## config.mk

```make
export PLATFORM = sky130hd
export DESIGN_NAME = heatseal_temp_supervisor
export DESIGN_NICKNAME = d
export VERILOG_FILES = /design/src/heatseal_pkg.sv /design/src/heatseal_temp_supervisor.sv
export SDC_FILE = /design/constraint.sdc
export NUM_CORES = 1
export LEC_CHECK = 0
export ABC_AREA = 1
export BUFFER_PORTS_ARGS = -buffer_cell sky130_fd_sc_hd__buf_2
export CAP_MARGIN = 15
export CELL_PAD_IN_SITES_DETAIL_PLACEMENT = 0
export CELL_PAD_IN_SITES_GLOBAL_PLACEMENT = 1
export CORE_MARGIN = 4
export CORE_UTILIZATION = 48
export CTS_CLUSTER_DIAMETER = 60
export DETAILED_ROUTE_END_ITERATION = 12
export GPL_ROUTABILITY_DRIVEN = 0
export GPL_TIMING_DRIVEN = 0
export PLACE_DENSITY_LB_ADDON = 0.25
export SLEW_MARGIN = 20
export SYNTH_ARGS = -nofsm -noshare
export SYNTH_HDL_FRONTEND = slang
export SYNTH_SLANG_ARGS = --single-unit
```

## constraint.sdc

```tcl
create_clock -name clock -period 9.85 [get_ports clock]
set_clock_uncertainty 0.15 [all_clocks]
set_input_delay 0.4925 -clock clock [delete_from_list [all_inputs] [get_ports clock]]
set_output_delay 0.4925 -clock clock [all_outputs]
set_load 0.02 [all_outputs]
```

## src/heatseal_pkg.sv

```systemverilog
// package for the heatseal temperature supervisor: settings, defaults, timing.
// assumes a 100 MHz clock and temperatures in whole kelvin/degrees, 10-bit.
// Functional notes
// - decode one-hot voltage range switches and two current range switches
// - language can change at any time without disturbing heating or supervision
// - factory restore resets all settings except the language
// - legacy combined coefficient/range choice has 18 entries, default 1100 ppm 0-300
// - alloy choice 780/1100/1400/1700/3500/variable, default 1100 ppm
// - free coefficient 400-4000 ppm only writable when alloy is variable
// - range limit only 200/300/400/500, default 300
// - independent lower/upper tolerance offsets, defaults -10 K and +10 K
// - diagnosis arms when actual is inside band while start is active
// - armed and actual leaves band gives 307 (low) or 308 (high) and fault
// - start falls before arming gives 309 or 310 and fault
// - delay 0-9.9 s after first lower-limit crossing withholds arming
// - heat-up timer starts with start; zero setting disables it
// - below 95 percent of set after heat-up time gives 304 and fault
// - alarm relay polarity: normal closes on fault, inverse opens on fault
// - after zero calibration actual shows calibration temperature, default 20
// - operator reset acknowledges faults and returns to normal indication
package heatseal_pkg;
   localparam int CLK_HZ = 100_000_000;
   localparam int TENTH_S_NS = 100_000_000;
   localparam int CLK_NS = 10;
   localparam int TENTH_CYCLES = TENTH_S_NS / CLK_NS;
   localparam logic [4:0] LEGACY_CHOICES = 5'h12;
   localparam logic [4:0] LEGACY_DEFAULT = 5'h0d;
   localparam logic [11:0] TCR_MIN = 12'h190;
   localparam logic [11:0] TCR_MAX = 12'hfa0;
   localparam logic [11:0] TCR_DEFAULT = 12'h44c;
   localparam logic [6:0] DELAY_MAX = 7'h63;
   localparam logic [9:0] TOL_DEFAULT = 10'h00a;
   localparam logic [9:0] CAL_TEMP_DEFAULT = 10'h014;
   localparam logic [9:0] PCT_NUM = 10'h05f;
   localparam logic [9:0] ERR_HEATUP = 10'h130;
   localparam logic [9:0] ERR_LOW = 10'h133;
   localparam logic [9:0] ERR_HIGH = 10'h134;
   localparam logic [9:0] ERR_NOARM_LOW = 10'h135;
   localparam logic [9:0] ERR_NOARM_HIGH = 10'h136;
   typedef enum logic [2:0] {
      ALLOY_780 = 3'b000, ALLOY_1100 = 3'b001, ALLOY_1400 = 3'b010,
      ALLOY_1700 = 3'b011, ALLOY_3500 = 3'b100, ALLOY_VAR = 3'b101
   } alloy_e;
   typedef enum logic [1:0] {
      RANGE_200 = 2'b00, RANGE_300 = 2'b01, RANGE_400 = 2'b10, RANGE_500 = 2'b11
   } range_e;
   typedef enum logic [1:0] {
      SUP_IDLE = 2'b00, SUP_WAIT = 2'b01, SUP_ARMED = 2'b10
   } sup_e;
   typedef struct packed {
      logic [4:0] legacy;
      alloy_e alloy;
      logic [11:0] resistance_temp_coefficient;
      range_e range;
      logic [9:0] tol_lo;
      logic [9:0] tol_hi;
      logic [6:0] delay;
      logic [7:0] heatup;
      logic inverse;
      logic diag_en;
      logic [9:0] cal_temp;
   } cfg_s;
   localparam cfg_s CFG_DEFAULT = '{legacy: LEGACY_DEFAULT, alloy: ALLOY_1100,
      resistance_temp_coefficient: TCR_DEFAULT, range: RANGE_300, tol_lo: TOL_DEFAULT, tol_hi: TOL_DEFAULT,
      delay: 7'h00, heatup: 8'h00, inverse: 1'b0, diag_en: 1'b0,
      cal_temp: CAL_TEMP_DEFAULT};
   localparam logic [3:0] A_LANG = 4'h0;
   localparam logic [3:0] A_RESTORE = 4'h1;
   localparam logic [3:0] A_LEGACY = 4'h2;
   localparam logic [3:0] A_ALLOY = 4'h3;
   localparam logic [3:0] A_TCR = 4'h4;
   localparam logic [3:0] A_RANGE = 4'h5;
   localparam logic [3:0] A_TOL = 4'h6;
   localparam logic [3:0] A_TIMES = 4'h7;
   localparam logic [3:0] A_ALARM = 4'h8;
   localparam logic [3:0] A_CAL = 4'h9;
   localparam logic [3:0] A_STATUS = 4'ha;
   localparam logic [3:0] A_SWITCH = 4'hb;
   localparam logic [3:0] A_ACTUAL = 4'hc;
endpackage

```

## src/heatseal_temp_supervisor.sv

```systemverilog
// heatseal temperature supervisor: settings registers, band/heat-up checks, relay.
// assumes avalon-mm master, synchronous inputs, actual temperature from sensor path.
`timescale 1ns/10ps
module heatseal_temp_supervisor
   import heatseal_pkg::*;
#(
   parameter int TENTH_DIV = TENTH_CYCLES
)(
   input wire logic clock,
   input wire logic rst,
   input wire logic [5:0] address,
   input wire logic read,
   input wire logic write,
   input wire logic [31:0] writedata,
   output logic [31:0] readdata,
   output logic waitrequest,
   input wire logic [2:0] voltage_switch,
   input wire logic [1:0] current_switch,
   input wire logic start,
   input wire logic fault_ack,
   input wire logic [9:0] set_temp,
   input wire logic [9:0] sensed_temp,
   input wire logic cal_done,
   output logic [9:0] actual_temp,
   output logic fault,
   output logic alarm_relay,
   output logic [1:0] secondary_voltage_range,
   output logic [1:0] secondary_current_range
);
   // elaboration guard: a zero divider would tick only once per 2^32 cycles, so timers would stall
   if (TENTH_DIV < 1)
   begin : g_bad_div
      $error("tenth divider must be at least one");
   end

   ////////////////////////////////////////////////////////////////////////
   // bus slave: one-cycle wait on reads so readdata comes from a flop
   logic rd_done_r, rd_done_nxt;
   logic [31:0] rdata_r, rdata_nxt;
   logic [3:0] reg_idx;
   assign reg_idx = address[5:2];
   assign waitrequest = read & ~rd_done_r;
   assign readdata = rdata_r;

   ////////////////////////////////////////////////////////////////////////
   // settings state
   cfg_s cfg_r, cfg_nxt;
   logic [3:0] lang_r, lang_nxt;
   logic [9:0] cal_off_r, cal_off_nxt;
   logic [1:0] vsel_r, vsel_nxt;
   logic [1:0] isel_r, isel_nxt;
   logic [9:0] err_r, err_nxt;
   logic fault_r, fault_nxt;
   logic [1:0] vdec;
   logic [1:0] idec;

   // switch decode; illegal patterns keep the previous range
   always_comb
   begin
      unique case (voltage_switch)
         3'b001: vdec = 2'h0;
         3'b010: vdec = 2'h1;
         3'b100: vdec = 2'h2;
         default: vdec = 2'h3;
      endcase
      unique case (current_switch)
         2'b00: idec = 2'h0;
         2'b01: idec = 2'h1;
         2'b11: idec = 2'h2;
         default: idec = 2'h3;
      endcase
   end

   // register writes and reads
   always_comb
   begin
      cfg_nxt = cfg_r;
      lang_nxt = lang_r;
      cal_off_nxt = cal_off_r;
      rd_done_nxt = read & ~rd_done_r;
      rdata_nxt = rdata_r;
      vsel_nxt = (vdec == 2'h3) ? vsel_r : vdec;
      isel_nxt = (idec == 2'h3) ? isel_r : idec;
      if (cal_done)
         cal_off_nxt = 10'(cfg_r.cal_temp - sensed_temp);
      if (write)
      begin
         unique case (reg_idx)
            A_LANG: lang_nxt = writedata[3:0];
            A_RESTORE:
               if (writedata[0])
                  cfg_nxt = CFG_DEFAULT;
            A_LEGACY:
               if (writedata[4:0] < LEGACY_CHOICES)
                  cfg_nxt.legacy = writedata[4:0];
            A_ALLOY:
               if (writedata[2:0] <= 3'b101)
                  cfg_nxt.alloy = alloy_e'(writedata[2:0]);
            A_TCR:
               if (cfg_r.alloy == ALLOY_VAR && writedata[11:0] >= TCR_MIN
                   && writedata[11:0] <= TCR_MAX)
                  cfg_nxt.resistance_temp_coefficient = writedata[11:0];
            A_RANGE: cfg_nxt.range = range_e'(writedata[1:0]);
            A_TOL:
            begin
               cfg_nxt.tol_lo = writedata[9:0];
               cfg_nxt.tol_hi = writedata[25:16];
            end
            A_TIMES:
            begin
               if (writedata[6:0] <= DELAY_MAX)
                  cfg_nxt.delay = writedata[6:0];
               cfg_nxt.heatup = writedata[15:8];
            end
            A_ALARM:
            begin
               cfg_nxt.inverse = writedata[0];
               cfg_nxt.diag_en = writedata[1];
            end
            A_CAL: cfg_nxt.cal_temp = writedata[9:0];
            default: ;
         endcase
      end
      if (read & ~rd_done_r)
      begin
         unique case (reg_idx)
            A_LANG: rdata_nxt = {28'h0, lang_r};
            A_LEGACY: rdata_nxt = {27'h0, cfg_r.legacy};
            A_ALLOY: rdata_nxt = {29'h0, cfg_r.alloy};
            A_TCR: rdata_nxt = {20'h0, cfg_r.resistance_temp_coefficient};
            A_RANGE: rdata_nxt = {30'h0, cfg_r.range};
            A_TOL: rdata_nxt = {6'h0, cfg_r.tol_hi, 6'h0, cfg_r.tol_lo};
            A_TIMES: rdata_nxt = {16'h0, cfg_r.heatup, 1'b0, cfg_r.delay};
            A_ALARM: rdata_nxt = {30'h0, cfg_r.diag_en, cfg_r.inverse};
            A_CAL: rdata_nxt = {22'h0, cfg_r.cal_temp};
            A_STATUS: rdata_nxt = {21'h0, fault_r, err_r};
            A_SWITCH: rdata_nxt = {28'h0, isel_r, vsel_r};
            A_ACTUAL: rdata_nxt = {22'h0, actual_temp};
            default: rdata_nxt = 32'h0;
         endcase
      end
   end

   // language held apart so a restore never touches it
   always_ff @(posedge clock)
   begin
      if (rst)
      begin
         cfg_r <= CFG_DEFAULT;
         lang_r <= 4'h0;
         cal_off_r <= 10'h000;
         rd_done_r <= 1'b0;
         rdata_r <= 32'h0;
         vsel_r <= 2'h0;
         isel_r <= 2'h0;
      end
      else
      begin
         cfg_r <= cfg_nxt;
         lang_r <= lang_nxt;
         cal_off_r <= cal_off_nxt;
         rd_done_r <= rd_done_nxt;
         rdata_r <= rdata_nxt;
         vsel_r <= vsel_nxt;
         isel_r <= isel_nxt;
      end
   end
   assign secondary_voltage_range = vsel_r;
   assign secondary_current_range = isel_r;

   ////////////////////////////////////////////////////////////////////////
   // supervision: tenth-second tick, band checks, heat-up timer
   logic [31:0] div_r, div_nxt;
   logic tick;
   sup_e st_r, st_nxt;
   logic [6:0] dly_r, dly_nxt;
   logic [7:0] hup_r, hup_nxt;
   logic hup_run_r, hup_run_nxt;
   logic start_d_r;
   logic [9:0] act_r;
   logic below, above, in_band, reached;
   assign tick = (div_r == 32'(TENTH_DIV - 1));
   assign below = act_r < 10'(set_temp - cfg_r.tol_lo);
   assign above = act_r > 10'(set_temp + cfg_r.tol_hi);
   assign in_band = ~below & ~above;
   assign reached = 20'(act_r) * 20'd100 >= 20'(set_temp) * 20'(PCT_NUM);

   always_comb
   begin
      div_nxt = tick ? 32'h0 : div_r + 32'h1;
      st_nxt = st_r;
      dly_nxt = dly_r;
      hup_nxt = hup_r;
      hup_run_nxt = hup_run_r;
      err_nxt = err_r;
      fault_nxt = fault_r;
      if (fault_ack)
      begin
         fault_nxt = 1'b0;
         err_nxt = 10'h000;
      end
      if (start & ~start_d_r)
      begin
         hup_run_nxt = (cfg_r.heatup != 8'h00);
         hup_nxt = 8'h00;
         st_nxt = cfg_r.diag_en ? SUP_WAIT : SUP_IDLE;
         dly_nxt = 7'h00;
      end
      else if (start)
      begin
         if (hup_run_r)
         begin
            if (reached)
               hup_run_nxt = 1'b0;
            else if (tick)
            begin
               hup_nxt = hup_r + 8'h1;
               if (hup_r + 8'h1 >= cfg_r.heatup)
               begin
                  err_nxt = ERR_HEATUP;
                  fault_nxt = 1'b1;
                  hup_run_nxt = 1'b0;
               end
            end
         end
         unique case (st_r)
            SUP_IDLE: ;
            SUP_WAIT:
               if (in_band)
               begin
                  if (dly_r >= cfg_r.delay)
                     st_nxt = SUP_ARMED;
                  else if (tick)
                     dly_nxt = dly_r + 7'h1;
               end
            SUP_ARMED:
               if (~in_band)
               begin
                  err_nxt = below ? ERR_LOW : ERR_HIGH;
                  fault_nxt = 1'b1;
                  st_nxt = SUP_IDLE;
               end
            default: st_nxt = SUP_IDLE;
         endcase
      end
      else
      begin
         if (st_r == SUP_WAIT)
         begin
            err_nxt = above ? ERR_NOARM_HIGH : ERR_NOARM_LOW;
            fault_nxt = 1'b1;
         end
         st_nxt = SUP_IDLE;
         hup_run_nxt = 1'b0;
      end
   end

   // supervision registers
   always_ff @(posedge clock)
   begin
      if (rst)
      begin
         div_r <= 32'h0;
         st_r <= SUP_IDLE;
         dly_r <= 7'h00;
         hup_r <= 8'h00;
         hup_run_r <= 1'b0;
         err_r <= 10'h000;
         fault_r <= 1'b0;
         start_d_r <= 1'b0;
         act_r <= 10'h000;
      end
      else
      begin
         div_r <= div_nxt;
         st_r <= st_nxt;
         dly_r <= dly_nxt;
         hup_r <= hup_nxt;
         hup_run_r <= hup_run_nxt;
         err_r <= err_nxt;
         fault_r <= fault_nxt;
         start_d_r <= start;
         act_r <= 10'(sensed_temp + cal_off_r);
      end
   end
   assign actual_temp = act_r;
   assign fault = fault_r;
   assign alarm_relay = fault_r ^ cfg_r.inverse;
endmodule // heatseal_temp_supervisor

```

# == Yosys cells after proc, flatten, opt, wreduce, memory -nomap -nowiden ==
# Cells that the tools add are included.
# totals
reg_bits,192
latchBits,0
ramBits,0
mem_bits_ro,0
input_bits,70
out_inout_bits,49
n_memories,0
# classes
add_sub_neg,7
multipliers,2
n_div,0
n_lt_le_gt_ge,10
eq_ne,32
shift,0
n_mux,51
n_bitwise,10
n_reduce_logical,29
# op_table
cell,count
$pmux W26 S12,1
$mux W10,10
$mux W69,1
$pmux W20 S2,1
$add A32 B1 Y32 const B,1
$eq A32 B24 Y1 const B,1
$pmux W15 S2,1
$pmux W12 S2,1
$reduce_and A4 Y1,6
$add A10 B10 Y10,2
$eq A4 B4 Y1 const B,5
$pmux W10 S2,1
$sub A10 B10 Y10,2
$pmux W2 S3,3
$ge A17 B17 Y1,1
$mul A10 B7 Y17 const B,1
$mux W1,17
$eq A4 B3 Y1 const B,4
$reduce_bool A2 Y1,8
$mul A10 B5 Y15 const B,1
$reduce_and A3 Y1,5
$ge A12 B9 Y1 const B,1
$le A12 B12 Y1 const B,1
$mux W12,1
other kinds (36),65

# == Longest topological paths before layout ==
# logic_depth
word_depth,10
depth_mapped,30

# == Worst setup path before layout ==
# Ideal clock, no wire load.
# synth_path
path_type,input port to flip-flop
from,input port set_temp[4]
to,register hup_r[6]
setup_ns,0.070
arrival_ns,5.250
required_ns,9.630
setup_slack_ns,4.380
cell_stages,25
path_buffers,1
cell_sequence,fa_1 > inv_1 > fa_1 > inv_1 > fa_1 > inv_1 > fa_1 > inv_1 > ha_1 > a21o_1 > a21oi_1 > o21ai_0 > a21boi_0 > o21ai_0 > xor2_1 > ha_1 > a21o_1 > a21oi_1 > nand2_1 > nor2_1 > inv_1 > nor2_4 > buf_6 > o21ai_0 > a21oi_1
# synth_between
elab_chain_cells,4
# synth_lines
element,line_no,rtl
"start, declared",heatseal_temp_supervisor.sv:21,"input wire logic [9:0] set_temp,"
$mul A10 B7 Y17,heatseal_temp_supervisor.sv:186,assign reached = 20'(act_r) * 20'd100 >= 20'(set_temp) * 20'(PCT_NUM);
$ge A17 B17 Y1,heatseal_temp_supervisor.sv:186,
$not A1 Y1 (no source line),--,
$reduce_and A4 Y1 (no source line),--,
"end signal, assigned",heatseal_temp_supervisor.sv:278,hup_r <= hup_nxt;
"end, declared",heatseal_temp_supervisor.sv:177,"logic [7:0] hup_r, hup_nxt;"
# No other way between the ends.
# A chain may end at the register's enable or synchronous reset.

# == Final worst setup path ==
# Ends and elaborated chain as after synthesis.

==> results.toml <==
[setup_path]
rr_startpoint = "actual_temp[3]"
arrival_ns = 6.38
cp-end-kind = "flop"
crit_end = "hup_r[6]"
critPathLaunch = "set_temp[4]"
crit_type = "input pin to flop"
worstSetupStartpointType = "input pin"
regToRegEndpoint = "hup_r[6]"
reg2reg_slack_ns = 4.51
critPathRequiredTime_ns = 10.08
rr_worst_depth = 27
path_max_fanout = 10

[yosys]
synth.most_common_cell = "nand2_1"
syn_area_um2 = 13900
synth_cell_types = 49
yosysSeqAreaShare = 0.269
synth_warnings = 0
synthAdderAreaFrac = 0.205
async_reset_ff_frac = 0
synth_compound_area_frac = 0.150
synth_mux_area_frac = 0
synth_largest_area_cell = "dfxtp_1"
synth_edf_count = 0
synthCells = 1910
syn_area_per_cell_um2 = 7.25
ys_top_cells_by_area = "dfxtp_1 (27%), ha_1 (15%), nand2_1 (9.4%), a21oi_1 (7.9%), inv_1 (7.6%)"
synth_top_cell_area_share = 0.269
synth_common_cells = "nand2_1 (347), inv_1 (282), a21oi_1 (220), dfxtp_1 (186), ha_1 (165)"
synthFlopType = "dfxtp_1"
synth_xor_area_frac = 0.0398
synth_top_family_by_area = "simple AND/OR/NAND/NOR gates"
ys_seq_elements = 186
synth_simple_gate_area_frac = 0.236

[cts]
insertion_delay_ns = 0.45
cts-root-buf = "clkbuf_16"
htreeDepth = 4
cts_setup_buffers = 0
tritoncts = "done"
cts_hold_buf = 0
clkTransAtPathRegs_ns = 0.08
cts_resized = 0
clock_sinks = 186
cts_buffers = 17
clockBufferDepth = 2

[global_routing]
grt_pass1_vias = 12200
global_route.overflow_total = 0
grt_pass1_wl_um = 65000
antenna_found_initial = 0
grt_use_total = 0.260
grt_start_max_net_pins = 19

[final_layout]
n_fill_cell = 2775
antenna_cells_inserted = 0
final_cells = 2423
stdcell_area_um2 = 15400
drive_gt1_frac = 0.106
finish.net_count = 2306
area_delta_synth_final_pct = 11.5

[sta]
slew_headroom = 0.422
final.setup.worst_slack_ns = 3.70
finalHoldViolCount = 0
fin_crit_sh = 0.624
setup_tns_ns = 0
holdWs_ns = 0.134
setup_viol = 0
min_period_ns = 6.15
worst_slew_pin_slew_ns = 0.867
rsz0062_at_grt = "false"
fmax_mhz = 163
drv_slew = 0

[min_path]
hp-class = "input pin to flop"
min_delay_path_depth = 3

[routing]
routed_wl_um = 40600
post_drt_wl_per_cell_um = 16.8
antenna_left = 0
via_per_inst = 5.39
first_pass_iters = 6
drt_iter0_drc = 875
vias = 13100
drc_errors = 0

[power]
leakage_nw = 7.11
ir_drop_uv = 143
p_per_area_nw_per_um2 = 168

[floorplanning]
core_area_um2 = 28200
pin_count = 119
die_w_um = 178
die_h_um = 178
die_area_um2 = 31600
rows = 61
start_util = 0.492

[placed_design]
dp_cells = 2391
place_hpwl_um = 32400
port_buffers = 98
place_area_um2 = 14800
pre_cts_slack_ns = 3.20

[run]
maxCapViolations = 0

[run_status]
status = "completed"
[how the worst min path moves through the flow]
stage / slack [ns] / end / from
6_report: 0.13 / cfg_r[59] / writedata[10]
5_1_grt: 0.13 / cfg_r[59] / writedata[10]
4_1_cts: 0.12 / cfg_r[59] / writedata[10]
3_5_place_dp: 0.29 / div_r[0] / div_r[0]
3_3_place_gp: 0.28 / div_r[0] / div_r[0]
2_1_floorplan: 0.27 / div_r[0] / div_r[0]
[cell usage in the layout, fill, tap and decap left out, types with 5 or more instances in the layout]
cell type	netlist	routed
nand2_1	347	347
inv_1	282	282
a21oi_1	220	220
dfxtp_1	186	186
ha_1	165	165
nor2_1	135	135
nand3_1	105	105
buf_2	7	105
o21ai_0	80	80
nand4_1	45	45
fa_1	39	39
xor2_1	38	38
nor3_1	28	28
clkbuf_1	25	25
xnor2_1	25	25
inv_2	22	22
o22ai_1	18	18
clkbuf_16	0	17
nand2_2	15	15
nor2_4	10	10
buf_4	10	10
o2111ai_1	9	9
a211oi_1	7	7
or2_2	7	7
nor4_1	7	7
o21ai_1	7	7
o211ai_1	7	7
nand3b_1	6	6
o31ai_1	6	6
conb_1	1	6
inv_6	0	6
a31oi_1	5	5
nor2_2	5	5
o21a_1	5	5
[logic make-up after synthesis]
group           count (synthesis)
flops                         186
fa+ha+maj                     204
buf+inv                       352
xor+xnor                       63
compound gates                379
simple gates                  725
other cells                     1
[routing by layer]
layer / vias to the layer above / GRT usage / wire (um) / share of wire
li1: 6568 / - / - / -
met3: 71 / 0.0420 / 2360 / 0.058
met5: - / 0 / 0 / 0
met2: 395 / 0.429 / 18800 / 0.46
met1: 6030 / 0.353 / 18500 / 0.45
met4: 0 / 0.0732 / 943 / 0.023
[state kept, by name, indices dropped and copies added (netlist names)]
register                 cells
cfg_r                       69
div_r                       32
readdata                    26
actual_temp                 10
cal_off_r                   10
err_r                       10
hup_r                        8
dly_r                        7
lang_r                       4
secondary_current_range      2
secondary_voltage_range      2
st_r                         2
fault                        1
hup_run_r                    1
rd_done_r                    1
start_d_r                    1
[cell type report]
| type | count | area (um2) | area share |
|---|---|---|---|
| Multi-Input combinational cell | 1377 | 8770 | 0.568 |
| Sequential cell | 186 | 3720 | 0.241 |
| Inverter | 305 | 1140 | 0.0741 |
| Timing Repair Buffer | 98 | 490 | 0.0318 |
| Tap cell | 378 | 473 | 0.0306 |
| Clock buffer | 17 | 425 | 0.0275 |
| Buffer | 47 | 238 | 0.0154 |
| Clock inverter | 15 | 180 | 0.0117 |
[power breakdown]
part / switching [mW] / internal [mW]
combinational: 0.656 / 0.418
clock: 0.340 / 0.385
sequential: 0.0289 / 0.769
total: 1.02 / 1.57
[critical path, cell delays in order]
cell and delay (ns):
buf_2 0.20, fa_1 0.57, inv_1 0.05, fa_1 0.48
inv_1 0.06, fa_1 0.53, inv_1 0.05, fa_1 0.49
inv_1 0.04, ha_1 0.34, a21o_1 0.18, a21oi_1 0.29
o21ai_0 0.19, a21boi_0 0.28, o21ai_0 0.14, xor2_1 0.24
ha_1 0.29, a21o_1 0.16, a21oi_1 0.12, nand2_1 0.06
nor2_1 0.38, inv_1 0.14, nor2_4 0.20, buf_6 0.16
o21ai_0 0.07, a21oi_1 0.14
[metrics by stage]
| stage | utilization | power (mW) |
|---|---|---|
| 6_report | 0.548 | 2.60 |
| 5_1_grt | 0.548 | 2.81 |
| 3_5_place_dp | 0.527 | 1.89 |
| 2_1_floorplan | - | 1.62 |
| 4_1_cts | 0.548 | 2.62 |
| 3_3_place_gp | 0.527 | 1.87 |
No activity file was read; power rests on OpenSTA's default activity.
